===== src/hw/bse_map.svh =====
// Device and bus rules this block works with
// chip select high: device ignores strobes, floats
// protect low blocks new programming cycles
// data captured at first rising strobe
// device drives data only when output strobe+select low
// host never lowers write and output strobes together
// read starts with sixteen address writes, MSB first
// eight read cycles return one byte
// write one after byte ends read
// address increments per byte, wraps to zero
// read, write zero, read is reset
// reset effective after write-zero unless programming
// reads after reset return high until addressed
// host issues reset before every sequence
// write: reset, address, bytes, start command
// read, write one, read starts programming
// 64-byte pages wrap on low six bits
// partial write sequence never starts programming
// programming end or invalid write clears latch
// reads during programming return low, then high
// sequence state static while select high
// programming takes about two milliseconds
// illegal patterns drop device to idle
// array is 32768 bytes, address MSB ignored
`ifndef BSE_MAP_SVH
`define BSE_MAP_SVH
// ----------------------------------------
// protocol and timing constants
// ----------------------------------------
`define BSE_ADDR_BITS 16
`define BSE_BYTE_BITS 8
`define BSE_PAGE_BYTES 64
`define BSE_CLK_MHZ 25
`define BSE_PROG_TIME_US 2000
`define BSE_POLL_LIMIT ((`BSE_PROG_TIME_US) * (`BSE_CLK_MHZ) * 4)
`define BSE_PHASE_CYCLES 2
`endif


===== src/hw/bse_pkg.sv =====
package bse_pkg;
    typedef enum {
        BSE_IDLE, BSE_RST_RD1, BSE_RST_WR0, BSE_RST_RD2,
        BSE_ADDR, BSE_RDATA, BSE_WDATA, BSE_END_WR1,
        BSE_PG_RD1, BSE_PG_WR1, BSE_PG_RD2, BSE_POLL, BSE_DONE
    } bse_state_e;
    typedef enum logic [1:0] {BSE_CYC_NONE, BSE_CYC_RD, BSE_CYC_WR} bse_cyc_e;
endpackage


===== src/hw/bse_host.sv =====
`timescale 1ns/1ps
`include "bse_map.svh"
module bse_host
    import bse_pkg::*;
#(
    parameter int POLL_LIMIT = `BSE_POLL_LIMIT,
    parameter int PHASE = `BSE_PHASE_CYCLES
)(
    input wire logic SYS_CLK,
    input wire logic RST,
    input wire logic START,
    input wire logic WRITE,
    input wire logic [15:0] ADDR,
    input wire logic [6:0] COUNT,
    input wire logic [7:0] WDATA,
    output logic WDATA_TAKE,
    output logic [7:0] RDATA,
    output logic RDATA_VALID,
    output logic BUSY,
    output logic DONE,
    output logic TIMEOUT,
    output logic CE_N,
    output logic OE_N,
    output logic WE_N,
    input wire logic IO_IN,
    output logic IO_OUT,
    output logic IO_OE_N
);
    // ----------------------------------------
    // state
    // ----------------------------------------
    typedef struct packed {
        bse_state_e st;
        bse_cyc_e cyc;
        logic [3:0] ph;
        logic bit_val;
        logic [4:0] nbit;
        logic [6:0] nbyte;
        logic [6:0] count;
        logic wr;
        logic [15:0] addr;
        logic [7:0] shreg;
        logic [7:0] rdata;
        logic rvalid;
        logic take;
        logic done;
        logic tmo;
        logic [31:0] poll;
        logic sync1;
        logic sync2;
        logic cen;
        logic oen;
        logic wen;
        logic dout;
        logic doen;
    } bse_state_s;
    bse_state_s r, next_r;
    logic cyc_end;

    // one strobe low phase then one high phase per bus cycle
    assign cyc_end = (r.cyc != BSE_CYC_NONE) && (r.ph == 4'(2 * PHASE - 1));

    // ----------------------------------------
    // sequencer
    // ----------------------------------------
    always_comb
    begin
        next_r = r;
        next_r.sync1 = IO_IN;
        next_r.sync2 = r.sync1;
        next_r.rvalid = 1'b0;
        next_r.take = 1'b0;
        next_r.done = 1'b0;
        // strobe generation: select held high between cycles
        if (r.cyc != BSE_CYC_NONE)
        begin
            next_r.ph = r.ph + 4'h1;
            if (r.ph == 4'(PHASE - 1))
            begin
                // write strobe rises first; data still held
                next_r.wen = 1'b1;
                next_r.oen = 1'b1;
            end
            if (r.ph == 4'(PHASE))
            begin
                next_r.cen = 1'b1;
                next_r.doen = 1'b1;
            end
            if (cyc_end)
            begin
                next_r.cyc = BSE_CYC_NONE;
            end
        end
        if (r.cyc == BSE_CYC_NONE || cyc_end)
        begin
            // issue next bus cycle according to state
            case (r.st)
                BSE_IDLE:
                begin
                    if (START)
                    begin
                        next_r.wr = WRITE;
                        next_r.addr = ADDR;
                        next_r.count = (COUNT == 7'h00) ? 7'h01 : COUNT;
                        next_r.nbyte = 7'h00;
                        next_r.nbit = 5'h00;
                        next_r.tmo = 1'b0;
                        next_r.st = BSE_RST_RD1; // reset first
                    end
                end
                BSE_RST_RD1:
                begin
                    next_r.cyc = BSE_CYC_RD;
                    next_r.st = BSE_RST_WR0;
                end
                BSE_RST_WR0:
                begin
                    next_r.cyc = BSE_CYC_WR;
                    next_r.bit_val = 1'b0;
                    next_r.st = BSE_RST_RD2;
                end
                BSE_RST_RD2:
                begin
                    next_r.cyc = BSE_CYC_RD;
                    next_r.st = BSE_ADDR;
                end
                BSE_ADDR:
                begin
                    // sixteen writes, MSB first, no reads between
                    next_r.cyc = BSE_CYC_WR;
                    next_r.bit_val = r.addr[15 - r.nbit[3:0]];
                    next_r.nbit = r.nbit + 5'h01;
                    if (r.nbit == 5'(`BSE_ADDR_BITS - 1))
                    begin
                        next_r.nbit = 5'h00;
                        next_r.shreg = WDATA;
                        next_r.take = r.wr;
                        next_r.st = r.wr ? BSE_WDATA : BSE_RDATA;
                    end
                end
                BSE_WDATA:
                begin
                    // whole bytes only; host stops after 64 bytes, page boundary not checked
                    next_r.cyc = BSE_CYC_WR;
                    next_r.bit_val = r.shreg[7];
                    next_r.shreg = {r.shreg[6:0], 1'b0};
                    next_r.nbit = r.nbit + 5'h01;
                    if (r.nbit == 5'(`BSE_BYTE_BITS - 1))
                    begin
                        next_r.nbit = 5'h00;
                        next_r.nbyte = r.nbyte + 7'h01;
                        if (r.nbyte + 7'h01 == r.count || r.nbyte == 7'(`BSE_PAGE_BYTES - 1))
                        begin
                            next_r.st = BSE_PG_RD1;
                        end
                        else
                        begin
                            next_r.shreg = WDATA;
                            next_r.take = 1'b1;
                        end
                    end
                end
                BSE_RDATA:
                begin
                    // eight reads per byte, device increments address
                    if (r.nbit != 5'h00)
                    begin
                        next_r.shreg = {r.shreg[6:0], r.sync2};
                    end
                    if (r.nbit == 5'(`BSE_BYTE_BITS))
                    begin
                        next_r.nbit = 5'h00;
                        next_r.rdata = {r.shreg[6:0], r.sync2};
                        next_r.rvalid = 1'b1;
                        next_r.nbyte = r.nbyte + 7'h01;
                        if (r.nbyte + 7'h01 == r.count)
                        begin
                            next_r.st = BSE_END_WR1;
                        end
                        else
                        begin
                            next_r.cyc = BSE_CYC_RD;
                            next_r.nbit = 5'h01;
                        end
                    end
                    else
                    begin
                        next_r.cyc = BSE_CYC_RD;
                        next_r.nbit = r.nbit + 5'h01;
                    end
                end
                BSE_END_WR1:
                begin
                    next_r.cyc = BSE_CYC_WR;
                    next_r.bit_val = 1'b1; // ends read, device to standby
                    next_r.st = BSE_DONE;
                end
                BSE_PG_RD1:
                begin
                    next_r.cyc = BSE_CYC_RD; // closes page load
                    next_r.st = BSE_PG_WR1;
                end
                BSE_PG_WR1:
                begin
                    next_r.cyc = BSE_CYC_WR;
                    next_r.bit_val = 1'b1;
                    next_r.st = BSE_PG_RD2;
                end
                BSE_PG_RD2:
                begin
                    next_r.cyc = BSE_CYC_RD; // launches programming
                    next_r.poll = '0;
                    next_r.st = BSE_POLL;
                end
                BSE_POLL:
                begin
                    // low while busy, high when complete; the launch read is no poll, so its
                    // level is skipped; protect low makes the first poll high
                    next_r.poll = r.poll + 32'h1;
                    if (r.sync2 && r.poll != 32'h0)
                    begin
                        next_r.st = BSE_DONE;
                    end
                    else if (r.poll >= 32'(POLL_LIMIT))
                    begin
                        next_r.tmo = 1'b1;
                        next_r.st = BSE_DONE;
                    end
                    else
                    begin
                        next_r.cyc = BSE_CYC_RD;
                    end
                end
                BSE_DONE:
                begin
                    next_r.done = 1'b1;
                    next_r.st = BSE_IDLE;
                end
                default:
                begin
                    next_r.st = BSE_IDLE;
                end
            endcase
            // drive the strobes of a newly issued cycle
            if (next_r.cyc != r.cyc || cyc_end)
            begin
                next_r.ph = 4'h0;
                if (next_r.cyc == BSE_CYC_RD)
                begin
                    // only output strobe low, device drives data
                    next_r.cen = 1'b0;
                    next_r.oen = 1'b0;
                    next_r.wen = 1'b1;
                    next_r.doen = 1'b1;
                end
                else if (next_r.cyc == BSE_CYC_WR)
                begin
                    next_r.cen = 1'b0;
                    next_r.wen = 1'b0;
                    next_r.oen = 1'b1; // never both strobes low
                    next_r.doen = 1'b0;
                    next_r.dout = next_r.bit_val;
                end
            end
        end
    end

    // ----------------------------------------
    // registers
    // ----------------------------------------
    always_ff @(posedge SYS_CLK or posedge RST)
    begin
        if (RST)
        begin
            r <= '0;
            r.cen <= 1'b1; // select high at reset
            r.oen <= 1'b1;
            r.wen <= 1'b1;
            r.doen <= 1'b1;
        end
        else
        begin
            r <= next_r;
        end
    end

    assign WDATA_TAKE = r.take;
    assign RDATA = r.rdata;
    assign RDATA_VALID = r.rvalid;
    assign BUSY = (r.st != BSE_IDLE);
    assign DONE = r.done;
    assign TIMEOUT = r.tmo;
    assign CE_N = r.cen;
    assign OE_N = r.oen;
    assign WE_N = r.wen;
    assign IO_OUT = r.dout;
    assign IO_OE_N = r.doen;
endmodule


===== config.mk =====
export PLATFORM = sky130hd
export DESIGN_NAME = bse_host
export DESIGN_NICKNAME = d
export VERILOG_FILES = /design/src/hw/bse_pkg.sv /design/src/hw/bse_host.sv
export VERILOG_INCLUDE_DIRS = /design/src /design/src/hw
export SDC_FILE = /design/constraint.sdc
export NUM_CORES = 1
export LEC_CHECK = 0
export ABC_CLOCK_PERIOD_IN_PS = 6500
export BUFFER_PORTS_ARGS = -buffer_cell sky130_fd_sc_hd__buf_2
export CAP_MARGIN = 10
export CORE_UTILIZATION = 45
export CTS_BUF_LIST = sky130_fd_sc_hd__clkbuf_2
export CTS_CLUSTER_DIAMETER = 30
export CTS_CLUSTER_SIZE = 28
export DETAILED_ROUTE_END_ITERATION = 10
export PLACE_DENSITY_LB_ADDON = 0.08
export SLEW_MARGIN = 10
export SYNTH_ARGS = -nofsm -noshare
export SYNTH_HDL_FRONTEND = slang
export SYNTH_SLANG_ARGS = --single-unit

===== constraint.sdc =====
create_clock -name SYS_CLK -period 6.5 [get_ports SYS_CLK]
set_input_delay 0.325 -clock SYS_CLK [delete_from_list [all_inputs] [get_ports SYS_CLK]]
set_output_delay 0.325 -clock SYS_CLK [all_outputs]
set_load 0.01 [all_outputs]

==> results by group, run 1 <==
CTS
  • # clock sinks: 106
  • Clock Pin Slew Worst Setup and Hold Paths: 0.28 ns
  • Clock latency at the later pin of the worst-skew pair: 0.62 ns
  • Cts bufs inserted: 9
  • Buffer depth of the longest clock path: 2
  • # hold bufs at CTS: 29
  • Post-CTS Resized: 0
  • # H-tree levels: 3
  • Post-CTS Setup Inserts: 0
  • Root Buffer: clkbuf_2
  • CTS tree: yes

Drt
  • DR pass1 iterations: 5
  • Via density: 5.541
  • Routed Antenna Nets: 0
  • Wire per inst: 15.69 um
  • DR vias: 4416
  • Drt initial violations: 222
  • Residual DRC: 0
  • Drt total wl: 12510 um

Placement
  • GP Congestion: 0.8701
  • Dpl cell area: 0.006036 mm^2
  • DP Wirelength: 8534 um
  • PortBufs: 53
  • Pre-CTS setup slack: 3.504 ns

Global routing
  • First-pass GRT wire length: 21450 um
  • Pin count of the biggest net entering global routing: 58
  • Initial antenna violation count: 0
  • Gr usage total: 20.74%
  • Vias in the first global route: 4302
  • Gr ovfl total: 0

STA
  • Final setup TNS: 0 ns
  • RSZ-0062 raised after global routing: no
  • Final WS setup: 3.465 ns
  • Max transition margin: 34.24%
  • Final Cycle Share: 46.69%
  • Final min period: 3.035 ns
  • Max-slew violations: 0
  • Slew @ Worst Pin: 0.9864 ns
  • Skew final: 0.02493 ns
  • Final setup fails: 0
  • Hold Vio Cnt, Final: 0
  • Maximum clock rate: 329.5 MHz

Power and ir drop
  • Internal power: 1.195 mW
  • Leak: 2.872 nW
  • Net Switching: 721.5 uW
  • Gate power share: 34.7%
  • Clock group share of total power: 18.0%
  • Tot Pwr: 1.916 mW
  • Worst VDD drop: 0.0001343 V
  • Power Dens Cells: 296.8 mW/mm^2
  • Switching Share: 37.65%
  • Sequential Power Share: 47.4%

Floorplan
  • Full die area: 0.01320 mm^2
  • Starting Density: 46.96%
  • Io pins: 54
  • Die width: 114.9 um
  • # rows: 40
  • Core footprint: 0.01221 mm^2
  • Chip height: 114.9 um

Synth
  • Dominant synthesized flop cell: dfrtp_1
  • Netlist Area Pre-Place: 0.005734 mm^2
  • Share of synthesized registers carrying an async set or reset: 100.0%
  • Top-area cell type share of the netlist area: 44.51%
  • Count leader, synth: dfrtp_1
  • Synth Instances: 568
  • Yosys top cell by area: dfrtp_1
  • Area contributors post-synth: dfrtp_1 45%, mux2_2 6.5%, xnor2_1 3.7%
  • Warnings, synthesis: 0
  • #FFs+latches synth: 106
  • Mapped Avg Cell Area: 10.10 um^2
  • Post-Syn Nets: 614
  • EDFF count, synth: 0
  • Post-synthesis sequential area ratio: 46.35%
  • Top post-synthesis cells by count: 102 x dfrtp_1, 49 x nor2_1, 34 x nand2_1, 34 x o21ai_0, 33 x mux2_2
  • Netlist cell types: 66

Critical path
  • CP Launch Type: register
  • Worst R2R Setup Slack: 3.47 ns
  • CP Capture Type: register
  • Worst path required time: 7.08 ns
  • Critical path class: reg -> reg
  • Crit Path Max Fanout: 27
  • Critical-path cell list: or4_4, a211o_1, and2_1, or4b_1, nand2_1
  • CP max stage cell: dfrtp_1
  • Slowest stage delay, CP: 0.72 ns
  • CP arrival: 3.61 ns

Final layout
  • Finished Cell Area: 0.006456 mm^2
  • Area grow syn2layout: 12.59%
  • Diodes inserted: 0
  • Final net count: 670
  • Share of cells above drive strength 1: 20.83%

Outcome
  • Status: finished, final reports clean

Min path
  • Hold/Removal Path Class: in -> reg

Flow run
  • Max_cap viols: 0
-- layout make-up --
class | count | area [um^2]
Timing Repair Buffer | 85 | 578.1
Tap cell | 168 | 210.2
Sequential cell | 106 | 2658
Clock buffer | 10 | 50.05
Inverter | 28 | 107.6
Fill cell | 1141 | 5756
Multi-Input combinational cell | 394 | 2773
Clock inverter | 6 | 80.08
-- worst max-delay path, delay by kind of cell, from the launching register on --
kind	cells	cell delay, ns
AND/OR/NAND/NOR	4	1.63
flip-flops	1	0.72
AO/OA/AOI/OAI	1	0.66
-- worst paths after layout --
kind | cells after the start | end | from
worst max register to register | 5 | r[92] | r[102]
worst min-delay path | 4 | r[54] | WDATA[3]
worst min register to register | 0 | r[5] | next_r[5]
min in group asynchronous | 3 | r[64] | RST
worst max-delay path | 5 | r[92] | r[102]
max in group asynchronous | 4 | r[99] | RST
-- logic make-up (layout without fill, tap and decap cells) --
logic type | Yosys count | count (layout) | synth area share (%)
muxes | 40 | 40 | 8.793
DFF | 106 | 106 | 46.35
and+or+nand+nor | 201 | 201 | 18.96
xor gates and xnor gates | 34 | 34 | 5.193
adders and majority gates | 10 | 10 | 2.182
buffers and inverters | 68 | 129 | 5.389
AOI/OAI and AO/OA | 109 | 109 | 13.14
-- cell usage in the layout, fill, tap and decap left out, drive strengths merged, types with 4 or more instances in the layout --
cell and instances:
dfrtp 102, buf 56, nor2 49, nand2 34, o21ai 34, mux2 33
dlygate4sd3 29, inv 29, xnor2 24, nor3 21, nand3 18, a21oi 18
nand4 12, xor2 10, ha 10, clkbuf 10, or3 9, nor4 9
a221o 8, nand2b 7, and2 7, or2 6, a211oi 6, o31ai 6
and3 5, nor2b 5, mux4 5, dfstp 4, and4 4, o22ai 4
o41ai 4
-- state kept, by name (all words and copies together), names as in the netlist --
name and cells:
IO_OUT 1, IO_OE_N 1, TIMEOUT 1, DONE 1, RDATA 8, RDATA_VALID 1
WE_N 1, OE_N 1, r 88, CE_N 1, next_r 1, WDATA_TAKE 1
-- per-layer routing --
metal / share of wire, % / GRT usage [%] / up-vias
met4: 1.4 / 7.792 / 0
li1: - / - / 2137
met5: 0 / 0 / -
met2: 45 / 30.80 / 121
met1: 50 / 30.17 / 2145
met3: 4.2 / 3.743 / 13
-- power groups by stage --
| stage | Sequential, mW | Combinational, mW | Clock, mW |
|---|---|---|---|
| floorplan | 0.856 | 0.539 | 0 |
| global placement | 0.914 | 0.637 | 0 |
| detailed placement | 0.920 | 0.647 | 0 |
| CTS | 0.907 | 0.664 | 0.361 |
| global route | 0.930 | 0.742 | 0.385 |
| finish | 0.908 | 0.664 | 0.344 |
-- metrics by stage --
stage,util (%),cells,hold WS [ns]
after floorplan,-,568,0.3312
after global placement,49.43,752,0.3377
after detailed placement,49.43,752,0.3365
after CTS,52.87,797,0.04643
after global routing,52.87,797,0.07464
final,52.87,797,0.09606
No activity file was read; power rests on OpenSTA's default activity.
==> inputs of run 2 (changes only) <==
--- a/config.mk
+++ b/config.mk
@@ -6,7 +6,8 @@
 export SDC_FILE = /design/constraint.sdc
 export NUM_CORES = 1
 export LEC_CHECK = 0
-export ABC_CLOCK_PERIOD_IN_PS = 6500
+export ABC_AREA = 1
+export ABC_CLOCK_PERIOD_IN_PS = 2700
 export BUFFER_PORTS_ARGS = -buffer_cell sky130_fd_sc_hd__buf_2
 export CAP_MARGIN = 10
 export CORE_UTILIZATION = 45
==> constraint.sdc (replaced) <==
create_clock -name SYS_CLK -period 2.7 [get_ports SYS_CLK]
set_input_delay 0.135 -clock SYS_CLK [delete_from_list [all_inputs] [get_ports SYS_CLK]]
set_output_delay 0.135 -clock SYS_CLK [all_outputs]
set_load 0.01 [all_outputs]
==> results by group, run 2 <==
Final layout
  • Diodes inserted: 0
  • Fillers: 1250
  • Max reg flops: 88
  • Most common cell after layout, fill and taps aside: nand2_1
  • Register name with the most flops: r
  • Most frequent cells in the layout: 210 x nand2_1, 104 x inv_1, 101 x dfrtp_1
  • Share of cells above drive strength 1: 14.19%
  • Area grow syn2layout: 14.97%
  • Final cell count without fillers: 1067
  • Final net count: 936

Power and ir drop
  • Internal power: 2.991 mW
  • Net Switching: 2.308 mW
  • Power Dens Cells: 762.6 mW/mm^2
  • Leak: 3.458 nW
  • Worst VDD drop: 0.0004544 V
  • Clock group share of total power: 13.4%
  • Gate power share: 40.9%
  • Sequential Power Share: 45.7%
  • Tot Pwr: 5.299 mW
  • Switching Share: 43.55%

Synth
  • Share of synthesized registers carrying an async set or reset: 100.0%
  • Netlist cell types: 46
  • Dominant synthesized flop cell: dfrtp_1
  • Synth Instances: 804
  • Count leader, synth: nand2_1
  • Post-synthesis sequential area ratio: 43.98%
  • Warnings, synthesis: 0
  • Area contributors post-synth: dfrtp_1 42%, nand2_1 13%, inv_1 6.5%
  • Yosys top cell by area: dfrtp_1
  • EDFF count, synth: 0
  • #FFs+latches synth: 106
  • Mapped Avg Cell Area: 7.517 um^2
  • Top post-synthesis cells by count: 210 x nand2_1, 105 x inv_1, 102 x dfrtp_1
  • Top-area cell type share of the netlist area: 42.24%
  • Post-Syn Nets: 850
  • Netlist Area Pre-Place: 0.006043 mm^2

Drt
  • Drt initial violations: 345
  • Drt total wl: 14150 um
  • Via density: 5.065
  • Wire per inst: 13.26 um
  • Residual DRC: 0
  • DR pass1 iterations: 7
  • Routed Antenna Nets: 0
  • DR vias: 5404

STA
  • Final setup TNS: 0 ns
  • RSZ-0062 raised after global routing: no
  • Final setup fails: 0
  • Maximum clock rate: 411.3 MHz
  • Worst hold slack: 0.08046 ns
  • Skew final: 0.02246 ns
  • Final Cycle Share: 90.05%
  • Hold Vio Cnt, Final: 0
  • Slew @ Worst Pin: 0.6398 ns
  • Final min period: 2.431 ns
  • Max transition margin: 57.19%
  • Max-slew violations: 0

CTS
  • Cts bufs inserted: 9
  • # clock sinks: 106
  • CTS tree: yes
  • Buffer depth of the longest clock path: 2
  • Root Buffer: clkbuf_2
  • # H-tree levels: 3
  • Clock latency at the later pin of the worst-skew pair: 0.61 ns
  • Clock Pin Slew Worst Setup and Hold Paths: 0.29 ns

Global routing
  • Met3 Use GR: 4.554%
  • First-pass GRT wire length: 24620 um
  • Routing usage on met2: 35.33%
  • Pin count of the biggest net entering global routing: 68
  • Gr ovfl total: 0
  • Gr usage total: 21.78%
  • Vias in the first global route: 5228
  • GRT met1 Usage: 29.29%
  • Initial antenna violation count: 0
  • Gr busiest metal: met2

Floorplan
  • Die width: 117.9 um
  • Full die area: 0.01390 mm^2
  • Io pins: 54
  • Starting Density: 46.93%
  • # rows: 41
  • Chip height: 117.9 um
  • Core footprint: 0.01288 mm^2

Min path
  • Hold path depth: 6
  • Hold/Removal Path Class: in -> reg
  • Hold Startpoint: START
  • Worst Hold End: r[80]

Critical path
  • Worst R2R Setup Slack: 0.27 ns
  • CP max stage cell: dfrtp_1
  • CP delay by family, top: simple AND/OR/NAND/NOR gates
  • CP dominant cell by count: nand2_1
  • Worst path required time: 3.22 ns
  • CP Launch Type: register
  • R2R cell count: 15
  • Critical-path cell list: ha_1, xnor2_1, nand2_1, nor2_1, nand3_1, nor2_1, nand2_1, nand2_1, nand2_1, nand2_1, nand2_1, nand2_1, nor2_1, nor2_2, nor2_1
  • Crit Path Max Fanout: 4
  • Slowest stage delay, CP: 0.48 ns
  • Critical path class: reg -> reg
  • CP Capture Type: register
  • Reg-to-Reg Start: r[83]
  • FF-to-FF End: r[96]
  • CP arrival: 2.95 ns
  • Buf/Inv on CP: 0

Outcome
  • Status: finished, final reports clean

Flow run
  • Max_cap viols: 0

Placement
  • GP Congestion: 0.9098
  • PortBufs: 53
  • DP Cell Count: 1012
  • DP Wirelength: 10180 um
-- run 2: cell count changes in the layout (fill, tap and decap cells not counted), moves of 19 or more --
| cell | before | now |
|---|---|---|
| inv_1 | 27 | 104 |
| o21ai_0 | 34 | 53 |
| nand3_1 | 18 | 41 |
| a21oi_1 | 18 | 37 |
| mux2_2 | 33 | 0 |
| nor2_1 | 49 | 91 |
| xnor2_1 | 24 | 1 |
| nand2_1 | 34 | 210 |
-- run 2: routing by layer --
metal  vias up  share of wire [%]
met2       115                 47
met4         0                2.0
met1      2492                 48
li1       2774                  -
met5         -                  0
met3        23                3.2
-- run 2: logic make-up after synthesis --
logic type      share of synthesized area [%]
simple gates                            31.10
buf+inv                                 9.524
compound gates                          12.61
flops                                   43.98
fa+ha+maj                               2.070
xor+xnor                               0.7246
-- run 2: per-stage QoR --
step / utilization, % / setup WS [ns] / instance area (um^2)
6_report: 53.96 / 0.2688 / 6948
5_1_grt: 53.96 / 0.008501 / 6948
4_1_cts: 53.68 / 0.2163 / 6912
3_5_place_dp: 50.14 / 0.2369 / 6456
3_3_place_gp: 50.14 / 0.3489 / 6456
2_1_floorplan: - / 0.7593 / 6047
-- run 2: final cells by class --
| class | count | area, um^2 | share of cell area (%) |
|---|---|---|---|
| timing repair buffer | 100 | 718.2 | 10.34 |
| sequential | 106 | 2659 | 38.27 |
| clock inverter | 7 | 60.06 | 0.8644 |
| multi-input combinational | 560 | 2821 | 40.61 |
| tap | 172 | 215.2 | 3.097 |
| clock buffer | 9 | 45.04 | 0.6483 |
| inverter | 113 | 429.2 | 6.177 |
-- run 2: what timing repair did --
item,CTS,global route
buffers inserted,0,4
endpoints found under the setup margin,0,5
hold endpoints to repair,135,0
hold buffers,35,0
resized for setup,0,2
-- run 2: worst max path at each step --
stage	startpoint	end	slack, ns	depth (start not counted)
detailed placement	r[90]	r[105]	0.24	13
CTS	r[90]	r[105]	0.22	13
global placement	r[83]	r[99]	0.35	15
global route	r[84]	r[99]	0.009	15
floorplan	r[90]	r[105]	0.76	13
finish	r[83]	r[96]	0.27	15
-- run 2: tightest hold or removal path, delay by kind of cell --
family          cells  cell delay (ns)
compound gates      1             0.06
buf+inv             3             0.36
simple gates        2             0.13
-- run 2: power by group through the flow --
stage / registers (mW) / clock network, mW / logic (mW)
6_report: 2.42 / 0.711 / 2.17
5_1_grt: 2.48 / 0.816 / 2.51
4_1_cts: 2.42 / 0.755 / 2.14
3_5_place_dp: 2.45 / 0 / 2.08
3_3_place_gp: 2.44 / 0 / 2.03
2_1_floorplan: 2.34 / 0 / 1.62
